===== src/common/eil_pkg.sv =====
// Shared constants and state types of the external interrupt latch.
package eil_pkg;

  // Register bus geometry.
  localparam int EIL_ADDR_W = 5;
  localparam int EIL_DATA_W = 32;

  // Register byte offsets.
  localparam logic [4:0] EIL_OFF_ISC = 5'h00;
  localparam logic [4:0] EIL_OFF_EVST = 5'h04;
  localparam logic [4:0] EIL_OFF_EVMSK = 5'h08;
  localparam logic [4:0] EIL_OFF_PIN = 5'h0C;

  // Field positions of ext_int_status_control.
  localparam int EIL_BIT_MODE = 0;
  localparam int EIL_BIT_MASK = 1;
  localparam int EIL_BIT_ACK = 2;
  localparam int EIL_BIT_PEND = 3;

  // Event status and event mask layout.
  localparam int EIL_EV_W = 2;
  localparam int EIL_EV_LATCH = 0;
  localparam int EIL_EV_ACK = 1;

  // Pin state register layout.
  localparam int EIL_PIN_LVL = 0;
  localparam int EIL_PIN_REQ = 1;

  // Vector fetch addresses of this interrupt.
  localparam logic [15:0] EIL_VEC_HI_ADDR = 16'hFFFA;
  localparam logic [15:0] EIL_VEC_LO_ADDR = 16'hFFFB;

  // Bus responses.
  localparam logic [1:0] EIL_RESP_OKAY = 2'h0;
  localparam logic [1:0] EIL_RESP_SLVERR = 2'h2;

  // Request latch states.
  typedef enum logic [1:0] {
    EIL_ST_IDLE,
    EIL_ST_PEND,
    EIL_ST_WAIT_HIGH
  } eil_latch_st_t;

  // Values after reset.
  localparam logic EIL_MODE_RST = 1'b0;
  localparam logic EIL_MASK_RST = 1'b0;
  localparam logic [EIL_EV_W-1:0] EIL_EVMSK_RST = 2'h0;

endpackage


===== src/core/eil_top.sv =====
// External interrupt latch: pin sensing, request latch and registers.
//
// Register access over AXI4-Lite and the address map were chosen for this implementation.
`timescale 1ns/1ps
//
// What this block does
// - A low on the interrupt pin sets the latch as the sensitivity allows.
// - Fetching this interrupt's vector makes an acknowledge strobe.
// - Writing one to the acknowledge bit clears the latch.
// - Every reset leaves no request pending.
// - In edge mode only falling edges count and an acknowledge clears.
// - In level mode the request ends after an acknowledge and a high pin.
// - Reset clears the latch and the sensitivity select bit.
// - With the mask bit set no request goes to the CPU; latch is kept.
// - The pending flag shows the latch regardless of the mask bit.
// - A falling edge after an acknowledge latches a fresh request.
// - An unmasked request is served from the vector at FFFA and FFFB.
// - In break state with clear-enable low, an acknowledge write does not clear the latch.
// - In break state with clear-enable high, an acknowledge clears.
// - The acknowledge bit is write-only, reads zero and resets to zero.
// - The mask bit is read/write, one disables, reset clears it.
// - The pin level, sampled one clock earlier, is offered to the branch-on-pin logic.
module eil_top (
  input wire logic mclk,
  input wire logic rst_n,
  input wire logic ext_int_pin_n,
  input wire logic cpu_fetch_valid,
  input wire logic [15:0] cpu_fetch_addr,
  input wire logic break_state,
  input wire logic break_clear_enable,
  output logic cpu_int_request,
  output logic int_ack_strobe,
  output logic branch_pin_high,
  output logic branch_pin_low,
  output logic irq,
  input wire logic s_axi_awvalid,
  output logic s_axi_awready,
  input wire logic [eil_pkg::EIL_ADDR_W-1:0] s_axi_awaddr,
  input wire logic s_axi_wvalid,
  output logic s_axi_wready,
  input wire logic [31:0] s_axi_wdata,
  input wire logic [3:0] s_axi_wstrb,
  output logic s_axi_bvalid,
  input wire logic s_axi_bready,
  output logic [1:0] s_axi_bresp,
  input wire logic s_axi_arvalid,
  output logic s_axi_arready,
  input wire logic [eil_pkg::EIL_ADDR_W-1:0] s_axi_araddr,
  output logic s_axi_rvalid,
  input wire logic s_axi_rready,
  output logic [31:0] s_axi_rdata,
  output logic [1:0] s_axi_rresp
);
  import eil_pkg::*;

  ////////////////////////////////////////////////////////////////////////

  typedef struct packed {
    eil_latch_st_t latch_st;
    logic armed;
    logic mode;
    logic mask;
    logic pin_high;
    logic pin_low;
    logic [EIL_EV_W-1:0] ev_status;
    logic [EIL_EV_W-1:0] ev_mask;
    logic cpu_req;
    logic ack_strobe;
    logic irq;
  } eil_core_t;

  eil_core_t st_reg;
  eil_core_t st_next;

  logic wr_en;
  logic [EIL_ADDR_W-1:0] wr_addr;
  logic [31:0] wr_data;
  logic [3:0] wr_strb;
  logic [EIL_ADDR_W-1:0] rd_addr;
  logic [31:0] rd_data;

  logic pin_low;
  logic fall;
  logic isc_wr;
  logic sw_ack_wr;
  logic sw_ack;
  logic vec_ack;
  logic ack_any;
  logic pending;
  logic pend_next;

  ////////////////////////////////////////////////////////////////////////

  // Register access goes through the bus front end.
  eil_axil_slave u_bus (
    .mclk(mclk),
    .rst_n(rst_n),
    .s_axi_awvalid(s_axi_awvalid),
    .s_axi_awready(s_axi_awready),
    .s_axi_awaddr(s_axi_awaddr),
    .s_axi_wvalid(s_axi_wvalid),
    .s_axi_wready(s_axi_wready),
    .s_axi_wdata(s_axi_wdata),
    .s_axi_wstrb(s_axi_wstrb),
    .s_axi_bvalid(s_axi_bvalid),
    .s_axi_bready(s_axi_bready),
    .s_axi_bresp(s_axi_bresp),
    .s_axi_arvalid(s_axi_arvalid),
    .s_axi_arready(s_axi_arready),
    .s_axi_araddr(s_axi_araddr),
    .s_axi_rvalid(s_axi_rvalid),
    .s_axi_rready(s_axi_rready),
    .s_axi_rdata(s_axi_rdata),
    .s_axi_rresp(s_axi_rresp),
    .wr_en(wr_en),
    .wr_addr(wr_addr),
    .wr_data(wr_data),
    .wr_strb(wr_strb),
    .rd_addr(rd_addr),
    .rd_data(rd_data)
  );

  ////////////////////////////////////////////////////////////////////////

  // Edge detect against the previous sample; pin_high doubles as that
  // sample. The armed bit waits one real sample after reset, so a pin
  // held low through reset is not mistaken for a fresh falling edge.
  assign pin_low = !ext_int_pin_n;
  assign fall = st_reg.armed && st_reg.pin_high && pin_low;
  assign pending = (st_reg.latch_st != EIL_ST_IDLE);

  // Software acknowledge; break state may protect the latch.
  assign isc_wr = wr_en && (wr_addr == EIL_OFF_ISC) && wr_strb[0];
  assign sw_ack_wr = isc_wr && wr_data[EIL_BIT_ACK];
  assign sw_ack = sw_ack_wr && (!break_state || break_clear_enable);
  // Fetch of the high vector byte is the hardware acknowledge.
  assign vec_ack = cpu_fetch_valid && st_reg.cpu_req
                   && (cpu_fetch_addr == EIL_VEC_HI_ADDR);
  assign ack_any = sw_ack || vec_ack;

  ////////////////////////////////////////////////////////////////////////

  // Next-state logic for the latch, control bits and event flags.
  always_comb begin
    st_next = st_reg;
    // Latch state machine.
    case (st_reg.latch_st)
      EIL_ST_IDLE: begin
        // A level already low latches at once in level mode.
        if (fall || (st_reg.mode && pin_low)) begin
          st_next.latch_st = EIL_ST_PEND;
        end
      end
      EIL_ST_PEND: begin
        if (ack_any && !fall) begin
          if (st_reg.mode && pin_low) begin
            st_next.latch_st = EIL_ST_WAIT_HIGH;
          end else begin
            st_next.latch_st = EIL_ST_IDLE;
          end
        end
      end
      EIL_ST_WAIT_HIGH: begin
        // Edge mode clears at once, so leaving level mode ends the wait.
        if (ext_int_pin_n || !st_reg.mode) begin
          st_next.latch_st = EIL_ST_IDLE;
        end
      end
      default: begin
        st_next.latch_st = EIL_ST_IDLE;
      end
    endcase
    // A fresh edge always wins over a same-cycle acknowledge.
    if (fall) begin
      st_next.latch_st = EIL_ST_PEND;
    end
    // Control bits; the acknowledge bit is never stored.
    if (isc_wr) begin
      st_next.mode = wr_data[EIL_BIT_MODE];
      st_next.mask = wr_data[EIL_BIT_MASK];
    end
    if (wr_en && (wr_addr == EIL_OFF_EVMSK) && wr_strb[0]) begin
      st_next.ev_mask = wr_data[EIL_EV_W-1:0];
    end
    // Sticky events: write one clears, a new event wins over the clear.
    st_next.ev_status = st_reg.ev_status;
    if (wr_en && (wr_addr == EIL_OFF_EVST) && wr_strb[0]) begin
      st_next.ev_status = st_reg.ev_status & ~wr_data[EIL_EV_W-1:0];
    end
    if (!pending && (st_next.latch_st != EIL_ST_IDLE)) begin
      st_next.ev_status[EIL_EV_LATCH] = 1'b1;
    end
    if (ack_any) begin
      st_next.ev_status[EIL_EV_ACK] = 1'b1;
    end
    // Outputs are computed from next state so they leave flops directly.
    st_next.cpu_req = (st_next.latch_st != EIL_ST_IDLE)
                      && !st_next.mask;
    st_next.ack_strobe = vec_ack;
    st_next.armed = 1'b1;
    st_next.pin_high = ext_int_pin_n;
    st_next.pin_low = pin_low;
    st_next.irq = |(st_next.ev_status & st_next.ev_mask);
  end

  assign pend_next = (st_next.latch_st != EIL_ST_IDLE);

  // State register; reset empties the latch and clears mode and mask.
  always_ff @(posedge mclk) begin
    if (!rst_n) begin
      st_reg.latch_st <= EIL_ST_IDLE;
      st_reg.armed <= 1'b0;
      st_reg.mode <= EIL_MODE_RST;
      st_reg.mask <= EIL_MASK_RST;
      st_reg.pin_high <= 1'b1;
      st_reg.pin_low <= 1'b0;
      st_reg.ev_status <= '0;
      st_reg.ev_mask <= EIL_EVMSK_RST;
      st_reg.cpu_req <= 1'b0;
      st_reg.ack_strobe <= 1'b0;
      st_reg.irq <= 1'b0;
    end else begin
      st_reg <= st_next;
    end
  end

  ////////////////////////////////////////////////////////////////////////

  // Read data; unused bits and the acknowledge bit read as zero.
  always_comb begin
    rd_data = 32'h00000000;
    case (rd_addr)
      EIL_OFF_ISC: begin
        rd_data[EIL_BIT_MODE] = st_reg.mode;
        rd_data[EIL_BIT_MASK] = st_reg.mask;
        rd_data[EIL_BIT_ACK] = 1'b0;
        rd_data[EIL_BIT_PEND] = pending;
      end
      EIL_OFF_EVST: begin
        rd_data[EIL_EV_W-1:0] = st_reg.ev_status;
      end
      EIL_OFF_EVMSK: begin
        rd_data[EIL_EV_W-1:0] = st_reg.ev_mask;
      end
      EIL_OFF_PIN: begin
        rd_data[EIL_PIN_LVL] = st_reg.pin_high;
        rd_data[EIL_PIN_REQ] = st_reg.cpu_req;
      end
      default: begin
        rd_data = 32'h00000000;
      end
    endcase
  end

  // Top outputs, each a flop of the state register.
  assign cpu_int_request = st_reg.cpu_req;
  assign int_ack_strobe = st_reg.ack_strobe;
  assign branch_pin_high = st_reg.pin_high;
  assign branch_pin_low = st_reg.pin_low;
  assign irq = st_reg.irq;

  ////////////////////////////////////////////////////////////////////////

  // Nothing is pending in the first cycle after reset is released.
  a_reset_clears_latch: assert property (
    @(posedge mclk) disable iff (!rst_n)
    $rose(rst_n) |-> (!pending && !st_reg.mode && !st_reg.mask
                      && !cpu_int_request))
    else $error("Latch or control bits set right after reset.");

  // A high sample followed by a low sample latches a request.
  a_fall_sets_latch: assert property (
    @(posedge mclk) disable iff (!rst_n)
    (st_reg.armed && branch_pin_high && !ext_int_pin_n) |=> pending)
    else $error("Falling edge did not latch a request.");

  // A falling edge right after an acknowledge write relatches.
  a_edge_after_ack: assert property (
    @(posedge mclk) disable iff (!rst_n)
    (sw_ack && !st_reg.mode && !fall) ##1 fall |=> pending)
    else $error("Edge after acknowledge was lost.");

  // In edge mode an acknowledge clears at once, whatever the pin.
  a_edge_ack_clears: assert property (
    @(posedge mclk) disable iff (!rst_n)
    (!st_reg.mode && pending && sw_ack && !fall) |=> !pending)
    else $error("Edge mode acknowledge did not clear the latch.");

  // In level mode the request holds until acknowledged.
  a_level_needs_ack: assert property (
    @(posedge mclk) disable iff (!rst_n)
    (st_reg.mode && st_reg.latch_st == EIL_ST_PEND && !ack_any)
    |=> pending)
    else $error("Level request dropped without acknowledge.");

  // In level mode the request holds while the pin stays low.
  a_level_holds_low: assert property (
    @(posedge mclk) disable iff (!rst_n)
    (st_reg.mode && pending && !ext_int_pin_n) |=> pending)
    else $error("Level request dropped while pin low.");

  // Acknowledged and pin high: the request is gone next cycle.
  a_level_release: assert property (
    @(posedge mclk) disable iff (!rst_n)
    (st_reg.latch_st == EIL_ST_WAIT_HIGH && ext_int_pin_n)
    |=> !pending)
    else $error("Level request stayed after pin returned high.");

  // A protected break state keeps the latch through acknowledge writes.
  a_break_blocks_ack: assert property (
    @(posedge mclk) disable iff (!rst_n)
    (sw_ack_wr && break_state && !break_clear_enable
     && st_reg.latch_st == EIL_ST_PEND && !vec_ack) |=> pending)
    else $error("Acknowledge took effect in protected break state.");

  // An enabled clear in break state leaves the latch cleared.
  a_break_ack_clears: assert property (
    @(posedge mclk) disable iff (!rst_n)
    (sw_ack_wr && break_state && break_clear_enable
     && st_reg.latch_st == EIL_ST_PEND && ext_int_pin_n && !fall)
    |=> !pending)
    else $error("Enabled break-state acknowledge did not clear.");

  // The CPU sees the request exactly when pending and unmasked.
  a_mask_gates_req: assert property (
    @(posedge mclk) disable iff (!rst_n)
    cpu_int_request == (pending && !st_reg.mask))
    else $error("CPU request does not follow latch and mask.");

  // Fetching the vector while requested gives a one-cycle strobe.
  a_vector_ack_pulse: assert property (
    @(posedge mclk) disable iff (!rst_n)
    (cpu_fetch_valid && cpu_fetch_addr == EIL_VEC_HI_ADDR
     && cpu_int_request) |=> int_ack_strobe ##1 !int_ack_strobe
     || $past(vec_ack, 1))
    else $error("Vector fetch strobe missing or stretched.");

  // The acknowledge bit always reads back as zero.
  a_ack_reads_zero: assert property (
    @(posedge mclk) disable iff (!rst_n)
    s_axi_rvalid |-> !s_axi_rdata[EIL_BIT_ACK])
    else $error("Acknowledge bit read back as one.");

  // Branch level outputs follow the pin one clock later.
  a_pin_level: assert property (
    @(posedge mclk) disable iff (!rst_n)
    $past(rst_n) |-> (branch_pin_high == $past(ext_int_pin_n)
                      && branch_pin_low == !branch_pin_high))
    else $error("Branch pin level does not follow the pin.");

  // Pending readback does not depend on the mask bit.
  a_flag_no_mask: assert property (
    @(posedge mclk) disable iff (!rst_n)
    (st_next.mask && pend_next) |=> (pending && !cpu_int_request))
    else $error("Masked request lost from the pending flag.");

endmodule


===== src/core/eil_axil_slave.sv =====
// AXI4-Lite slave front end for the external interrupt latch registers.
`timescale 1ns/1ps
module eil_axil_slave (
  input wire logic mclk,
  input wire logic rst_n,
  input wire logic s_axi_awvalid,
  output logic s_axi_awready,
  input wire logic [eil_pkg::EIL_ADDR_W-1:0] s_axi_awaddr,
  input wire logic s_axi_wvalid,
  output logic s_axi_wready,
  input wire logic [31:0] s_axi_wdata,
  input wire logic [3:0] s_axi_wstrb,
  output logic s_axi_bvalid,
  input wire logic s_axi_bready,
  output logic [1:0] s_axi_bresp,
  input wire logic s_axi_arvalid,
  output logic s_axi_arready,
  input wire logic [eil_pkg::EIL_ADDR_W-1:0] s_axi_araddr,
  output logic s_axi_rvalid,
  input wire logic s_axi_rready,
  output logic [31:0] s_axi_rdata,
  output logic [1:0] s_axi_rresp,
  output logic wr_en,
  output logic [eil_pkg::EIL_ADDR_W-1:0] wr_addr,
  output logic [31:0] wr_data,
  output logic [3:0] wr_strb,
  output logic [eil_pkg::EIL_ADDR_W-1:0] rd_addr,
  input wire logic [31:0] rd_data
);
  import eil_pkg::*;

  typedef struct packed {
    logic aw_have;
    logic w_have;
    logic [EIL_ADDR_W-1:0] awaddr;
    logic [31:0] wdata;
    logic [3:0] wstrb;
    logic awready;
    logic wready;
    logic bvalid;
    logic [1:0] bresp;
    logic ar_have;
    logic [EIL_ADDR_W-1:0] araddr;
    logic arready;
    logic rvalid;
    logic [31:0] rdata;
    logic [1:0] rresp;
    logic wr_en;
  } eil_axil_t;

  eil_axil_t q_reg;
  eil_axil_t q_next;

  // Aligned words below 0x10 are mapped; anything else gets SLVERR.
  function automatic logic eil_hit(input logic [EIL_ADDR_W-1:0] a);
    eil_hit = (a[1:0] == 2'h0) && (a[4] == 1'b0);
  endfunction

  // Address and data are collected in either order; one write and one
  // read are handled at a time, so readies drop while a response waits.
  always_comb begin
    q_next = q_reg;
    q_next.wr_en = 1'b0;
    if (s_axi_awvalid && q_reg.awready) begin
      q_next.aw_have = 1'b1;
      q_next.awaddr = s_axi_awaddr;
    end
    if (s_axi_wvalid && q_reg.wready) begin
      q_next.w_have = 1'b1;
      q_next.wdata = s_axi_wdata;
      q_next.wstrb = s_axi_wstrb;
    end
    if (q_reg.bvalid && s_axi_bready) begin
      q_next.bvalid = 1'b0;
    end
    if (q_reg.aw_have && q_reg.w_have && !q_reg.bvalid) begin
      q_next.bvalid = 1'b1;
      q_next.bresp = eil_hit(q_reg.awaddr) ? EIL_RESP_OKAY : EIL_RESP_SLVERR;
      q_next.wr_en = eil_hit(q_reg.awaddr);
      q_next.aw_have = 1'b0;
      q_next.w_have = 1'b0;
    end
    q_next.awready = !q_next.aw_have && !q_next.bvalid;
    q_next.wready = !q_next.w_have && !q_next.bvalid;
    if (s_axi_arvalid && q_reg.arready) begin
      q_next.ar_have = 1'b1;
      q_next.araddr = s_axi_araddr;
    end
    if (q_reg.rvalid && s_axi_rready) begin
      q_next.rvalid = 1'b0;
    end
    if (q_reg.ar_have && !q_reg.rvalid) begin
      q_next.rvalid = 1'b1;
      q_next.rdata = eil_hit(q_reg.araddr) ? rd_data : 32'h00000000;
      q_next.rresp = eil_hit(q_reg.araddr) ? EIL_RESP_OKAY : EIL_RESP_SLVERR;
      q_next.ar_have = 1'b0;
    end
    q_next.arready = !q_next.ar_have && !q_next.rvalid;
  end

  // State register with synchronous reset.
  always_ff @(posedge mclk) begin
    if (!rst_n) begin
      q_reg <= '0;
    end else begin
      q_reg <= q_next;
    end
  end

  // Bus and register-side outputs, all taken from flops.
  assign s_axi_awready = q_reg.awready;
  assign s_axi_wready = q_reg.wready;
  assign s_axi_bvalid = q_reg.bvalid;
  assign s_axi_bresp = q_reg.bresp;
  assign s_axi_arready = q_reg.arready;
  assign s_axi_rvalid = q_reg.rvalid;
  assign s_axi_rdata = q_reg.rdata;
  assign s_axi_rresp = q_reg.rresp;
  assign wr_en = q_reg.wr_en;
  assign wr_addr = q_reg.awaddr;
  assign wr_data = q_reg.wdata;
  assign wr_strb = q_reg.wstrb;
  assign rd_addr = q_reg.araddr;

endmodule


===== config.mk =====
export PLATFORM = sky130hd
export DESIGN_NAME = eil_top
export DESIGN_NICKNAME = d
export VERILOG_FILES = /design/src/common/eil_pkg.sv /design/src/core/eil_top.sv /design/src/core/eil_axil_slave.sv
export SDC_FILE = /design/constraint.sdc
export NUM_CORES = 1
export LEC_CHECK = 0
export BUFFER_PORTS_ARGS = -buffer_cell sky130_fd_sc_hd__buf_2
export CORE_ASPECT_RATIO = 0.5
export CORE_MARGIN = 3
export CORE_UTILIZATION = 46
export DETAILED_ROUTE_END_ITERATION = 12
export PLACE_DENSITY = 0.85
export SLEW_MARGIN = 20
export SYNTH_ARGS = -nofsm -noshare
export SYNTH_HDL_FRONTEND = slang
export SYNTH_SLANG_ARGS = --single-unit

===== constraint.sdc =====
create_clock -name mclk -period 3.8 [get_ports mclk]
set_input_delay 0.38 -clock mclk [delete_from_list [all_inputs] [get_ports mclk]]
set_output_delay 0.38 -clock mclk [all_outputs]
set_load 0.005 [all_outputs]

Yosys cells after proc, flatten, opt, wreduce, memory -nomap -nowiden:

Cells that the tools add are included.

* flip-flop bits (word level): 73
* input port bits: 73
* word-level logic and storage cells: 121

* equal/unequal tests: 8
* muxes and demuxes: 26
* bitwise logic cells: 5
* reduce and logical (&&, ||, !) cells: 55

Operator list (count)
* $mux 35: 1
* $logic_and 1x1->1: 29
* $mux 2: 12
* $eq 16x16->1 const B: 1
* $eq 5x4->1 const B: 3
* $logic_not 1->1: 13
* $mux 12: 1
* $eq 5x3->1 const B: 2
* $logic_not 5->1: 2
* $pmux 2 s4: 1
* $mux 1: 7
* $logic_not 2->1: 3
* $mux 6: 1
* $pmux 2 s3: 1
* $and 2x2->2: 2
* $logic_or 1x1->1: 4
* $mux 4: 1
* $reduce_bool 2->1: 2
* $mux 3: 1
* $eq 2x1->1 const B: 1
* $eq 2x2->1 const B: 1
* $not 1->1: 2
* $not 2->2: 1
* $reduce_and 2->1: 1
* $reduce_or 2->1: 1

Longest topological paths before layout:

* depth after elaboration: 16
* gate-level depth with buffers: 5
* mapped depth without buffers: 4

Modules after synthesis:

From an unflattened synthesis, not the netlist that was laid out.

* cell total of the unflattened synthesis: 536
* area total of the unflattened synthesis: 4585.6 µm²

Modules (own cells, without submodules)
* eil_axil_slave: times used 1, cells an instance 461, area each 3867.5 µm², sequential area each 1781.7 µm²
* eil_top: times used 1, cells an instance 75, area each 718.2 µm², sequential area each 280.3 µm²

Worst setup path after synthesis:

OpenSTA, ideal clock, no wires.

* kind: input to register
* start point: input port cpu_fetch_addr[2]
* end point: register st_reg (netlist bit cpu_int_request)
* library setup time: 0.116 ns
* arrival: 1.266 ns
* path slack: 2.418 ns
* cell stages on the path: 4
* buffers on the path: 0
* cell sequence: nand4bb_4 nor4_4 a211oi_2 o211a_1

* cells in the longest elaborated chain, start to end: 9

Ends and longest elaborated chain
* start, declared: RTL line eil_top.sv:28 `input wire logic [15:0] cpu_fetch_addr,`
* $eq 16x16->1: RTL line eil_top.sv:138 `&& (cpu_fetch_addr == EIL_VEC_HI_ADDR);`
* $logic_and 1x1->1: RTL line eil_top.sv:138
* $logic_or 1x1->1: RTL line eil_top.sv:139 `assign ack_any = sw_ack || vec_ack;`
* $logic_and 1x1->1: RTL line eil_top.sv:155 `if (ack_any && !fall) begin`
* $mux 2: RTL line eil_top.sv:155
* $pmux 2 s3: RTL line eil_top.sv:147 `case (st_reg.latch_st)`
* $mux 2: RTL line eil_top.sv:174 `if (fall) begin`
* $reduce_bool 2->1
* $logic_and 1x1->1: RTL line eil_top.sv:198 `&& !st_next.mask;`
* end signal, assigned: RTL line eil_top.sv:223 `st_reg <= st_next;`
* end, declared: RTL line eil_top.sv:72 `eil_core_t st_reg;`

Every way passes these cells.
A chain may end at the register's enable or synchronous reset.

Worst setup path in the final report:

* start point: register u_bus.q_reg (netlist bit u_bus.wr_addr[0])
* end point: register st_reg (netlist bit cpu_int_request)

* cells in the longest elaborated chain, start to end: 12

Ends and longest elaborated chain
* start, declared: RTL line eil_axil_slave.sv:51 `eil_axil_t q_reg;`
* start signal, assigned: RTL line eil_axil_slave.sv:106 `q_reg <= q_next;`
* $logic_not 5->1 (*): RTL line eil_top.sv:133 `assign isc_wr = wr_en && (wr_addr == EIL_OFF_ISC) && wr_strb[0];`
* $logic_and 1x1->1 (*) (2 in series): RTL line eil_top.sv:133
* $logic_and 1x1->1: RTL line eil_top.sv:134 `assign sw_ack_wr = isc_wr && wr_data[EIL_BIT_ACK];`
* $logic_and 1x1->1: RTL line eil_top.sv:135 `assign sw_ack = sw_ack_wr && (!break_state || break_clear_enable);`
* $logic_or 1x1->1: RTL line eil_top.sv:139
* $logic_and 1x1->1: RTL line eil_top.sv:155
* $mux 2: RTL line eil_top.sv:155
* $pmux 2 s3: RTL line eil_top.sv:147
* $mux 2: RTL line eil_top.sv:174
* $reduce_bool 2->1
* $logic_and 1x1->1 (*): RTL line eil_top.sv:198

Every way passes the cells marked *; elsewhere a longest branch is shown, timed or not.

==> flow_summary.yaml <==
yosys:
  synth-edff-count: 0
  synth_cell_types: 43
  netlist_instances: 218
  ys.flop_type: "dfxtp_1"
  synth_seq_cells: 42
  synth_area_per_cell_sq_um: 8.96
  async_reset_ff_frac: 0
  syn_area_sq_um: 1950
  seq_area_frac_synth: 0.430
  yosys_warnings: 0
worst_setup_path:
  critPathLaunchType: "flop"
  cp-end-kind: "flop"
  crit_end: "cpu_int_request"
  crit_fanout: 10
  r2r_setup_slack_ns: 2.35
  cp_cell_sequence: "nor3_4 > o2111a_2 > a211oi_2 > o211a_1"
  max_stage_delay_ns: 0.39
  r2r_start: "u_bus.wr_addr[0]"
  slowest_stage: "nor3_4"
  cp_data_required_time_ns: 3.99
  cp-startpoint: "u_bus.wr_addr[0]"
  worstRegToRegCells: 4
  arrival_ns: 1.64
  r2r_end: "cpu_int_request"
  crit_type: "reg -> reg"
place:
  gp_congestion: 0.772
  hpwl_mm: 3.00
  place.port_buffers: 55
  post-place-ws_ns: 2.24
routing:
  drt_first_pass_iters: 4
  drt_iter0_drc: 52
  wl_mm: 3.98
  routed_via_density: 4.93
  via_count: 1601
  ant_nets: 0
  drc: 0
  wl_per_cell_microns: 12.2
clock_network:
  cts_tree: "built"
  htreeDepth: 2
  root_buffer: "clkbuf_8"
  cts_buffers: 5
  clock_path_buffers: 2
  clk_latency_ns: 0.29
  clock-sinks: 42
  clkTransAtPathRegs_ns: 0.08
  post-cts-setup-buffers: 0
  cts-resized-gates: 0
  hold_buffers: 0
run:
  maxCapViolCount: 0
hold_path:
  hp-class: "in -> reg"
timing:
  skew_ns: 0.00732
  timing.fmax_ghz: 0.688
  period_minus_slack_ns: 1.45
  final-setup-viol-count: 0
  finalMaxSlewViolations: 0
  min_period_over_period: 0.382
  worst_slack_ns: 2.35
  final-hold-violation-count: 0
  rsz0062_at_grt: "no"
  setup_tns_ns: 0
grt:
  antenna_found_initial: 0
  overflow: 0
  track_usage: 0.155
  grt_max_degree: 30
  grt_first_pass_wirelength_mm: 6.41
  grt_pass1_vias: 1456
final_layout:
  layout_commonest_cell: "buf_2"
  drive_gt1_frac: 0.277
  nets: 343
  diodes: 0
  largest_reg_flops: 9
  syn_to_final_growth_pct: 13.3
  final_cell_mix: "buf_2, dfxtp_1, conb_1"
power:
  swShare: 0.248
  clkPwrFrac: 0.342
  sequentialPowerShare: 0.554
  switchingPower_uw: 212
  pwr_density_cell_nw_per_um2: 387
  irDropWorstVdd_mv: 0.177
  leakage_uw: 0.00101
  power.internal_uw: 644
  comb_power_share: 0.104
floorplan:
  rows: 16
  ios: 119
  die_area_sq_um: 5110
  fp.coreArea_sq_um: 3980
  die_x_microns: 98.2
  die_h_microns: 52.1
  initial_core_util: 0.490
outcome:
  status: "finished clean"
[layout make-up]
| class | instances | area (sq um) |
|---|---|---|
| fill | 354 | 1770 |
| multi-input combinational | 160 | 915 |
| sequential | 42 | 841 |
| timing repair buffer | 55 | 275 |
| clock buffer | 7 | 86.3 |
| tap | 54 | 67.6 |
| inverter | 6 | 22.5 |
| clock inverter | 1 | 5.00 |
[power groups by stage]
stage               sequential, uW  clock [uW]  combinational [uW]
floorplan                      482           0                74.2
global placement               484           0                84.7
detailed placement             485           0                87.6
CTS                            475         293                88.3
global route                   478         312                 100
finish                         475         293                89.3
[layer usage]
metal	up-vias	track usage	wire, microns
li1	794	-	-
met1	743	0.191	1790
met2	59	0.273	1870
met3	5	0.0335	265
met4	0	0.0590	43
met5	-	0	0
[cell usage after synthesis, drive strengths merged, types with 2 or more instances]
| cell | number | area share |
|---|---|---|
| a211oi | 3 | 0.017 |
| a21oi | 24 | 0.062 |
| a22oi | 2 | 0.0077 |
| and3 | 5 | 0.017 |
| and4b | 2 | 0.010 |
| buf | 39 | 0.15 |
| dfxtp | 42 | 0.43 |
| inv | 6 | 0.012 |
| mux2i | 3 | 0.015 |
| mux4 | 2 | 0.023 |
| nand2 | 26 | 0.050 |
| nand2b | 3 | 0.0096 |
| nand3 | 17 | 0.044 |
| nand4 | 2 | 0.0064 |
| nor2 | 14 | 0.027 |
| nor2b | 2 | 0.0064 |
| nor3 | 3 | 0.013 |
| nor4 | 3 | 0.017 |
| o21a | 2 | 0.0077 |
| o21ai | 2 | 0.0051 |
| or2 | 2 | 0.0064 |
[stage by stage]
stage / power, uW / cells / hold slack [ns] / instance area (sq um) / util
2_1_floorplan: 556 / 248 / 0.408 / 2070 / -
3_3_place_gp: 568 / 317 / 0.439 / 2120 / 0.532
3_5_place_dp: 573 / 317 / 0.444 / 2120 / 0.532
4_1_cts: 856 / 325 / 0.316 / 2210 / 0.555
5_1_grt: 890 / 325 / 0.325 / 2210 / 0.555
6_report: 857 / 325 / 0.316 / 2210 / 0.555
[worst min-delay path by stage]
stage	start	depth (start not counted)	endpoint
floorplan	rst_n	0	st_reg[11]
global placement	u_bus.rd_addr[4]	2	u_bus.rd_addr[4]
detailed placement	u_bus.rd_addr[4]	2	u_bus.rd_addr[4]
CTS	ext_int_pin_n	2	branch_pin_low
global route	ext_int_pin_n	2	branch_pin_low
finish	ext_int_pin_n	2	branch_pin_low
[critical path: cells and delay by family (launching register included)]
family	cells	cell delay, ns
AO/OA/AOI/OAI	3	0.62
flip-flops	1	0.34
AND/OR/NAND/NOR	1	0.39
[cell families after synthesis]
| kind of cell | count (synthesis) | share of synthesized area |
|---|---|---|
| AOI/OAI and AO/OA | 39 | 0.125 |
| DFF | 42 | 0.430 |
| muxes | 5 | 0.0384 |
| buffers and inverters | 46 | 0.159 |
| other | 1 | 0.00192 |
| and+or+nand+nor | 85 | 0.245 |
Note: power is estimated with default switching activity, not from simulation.
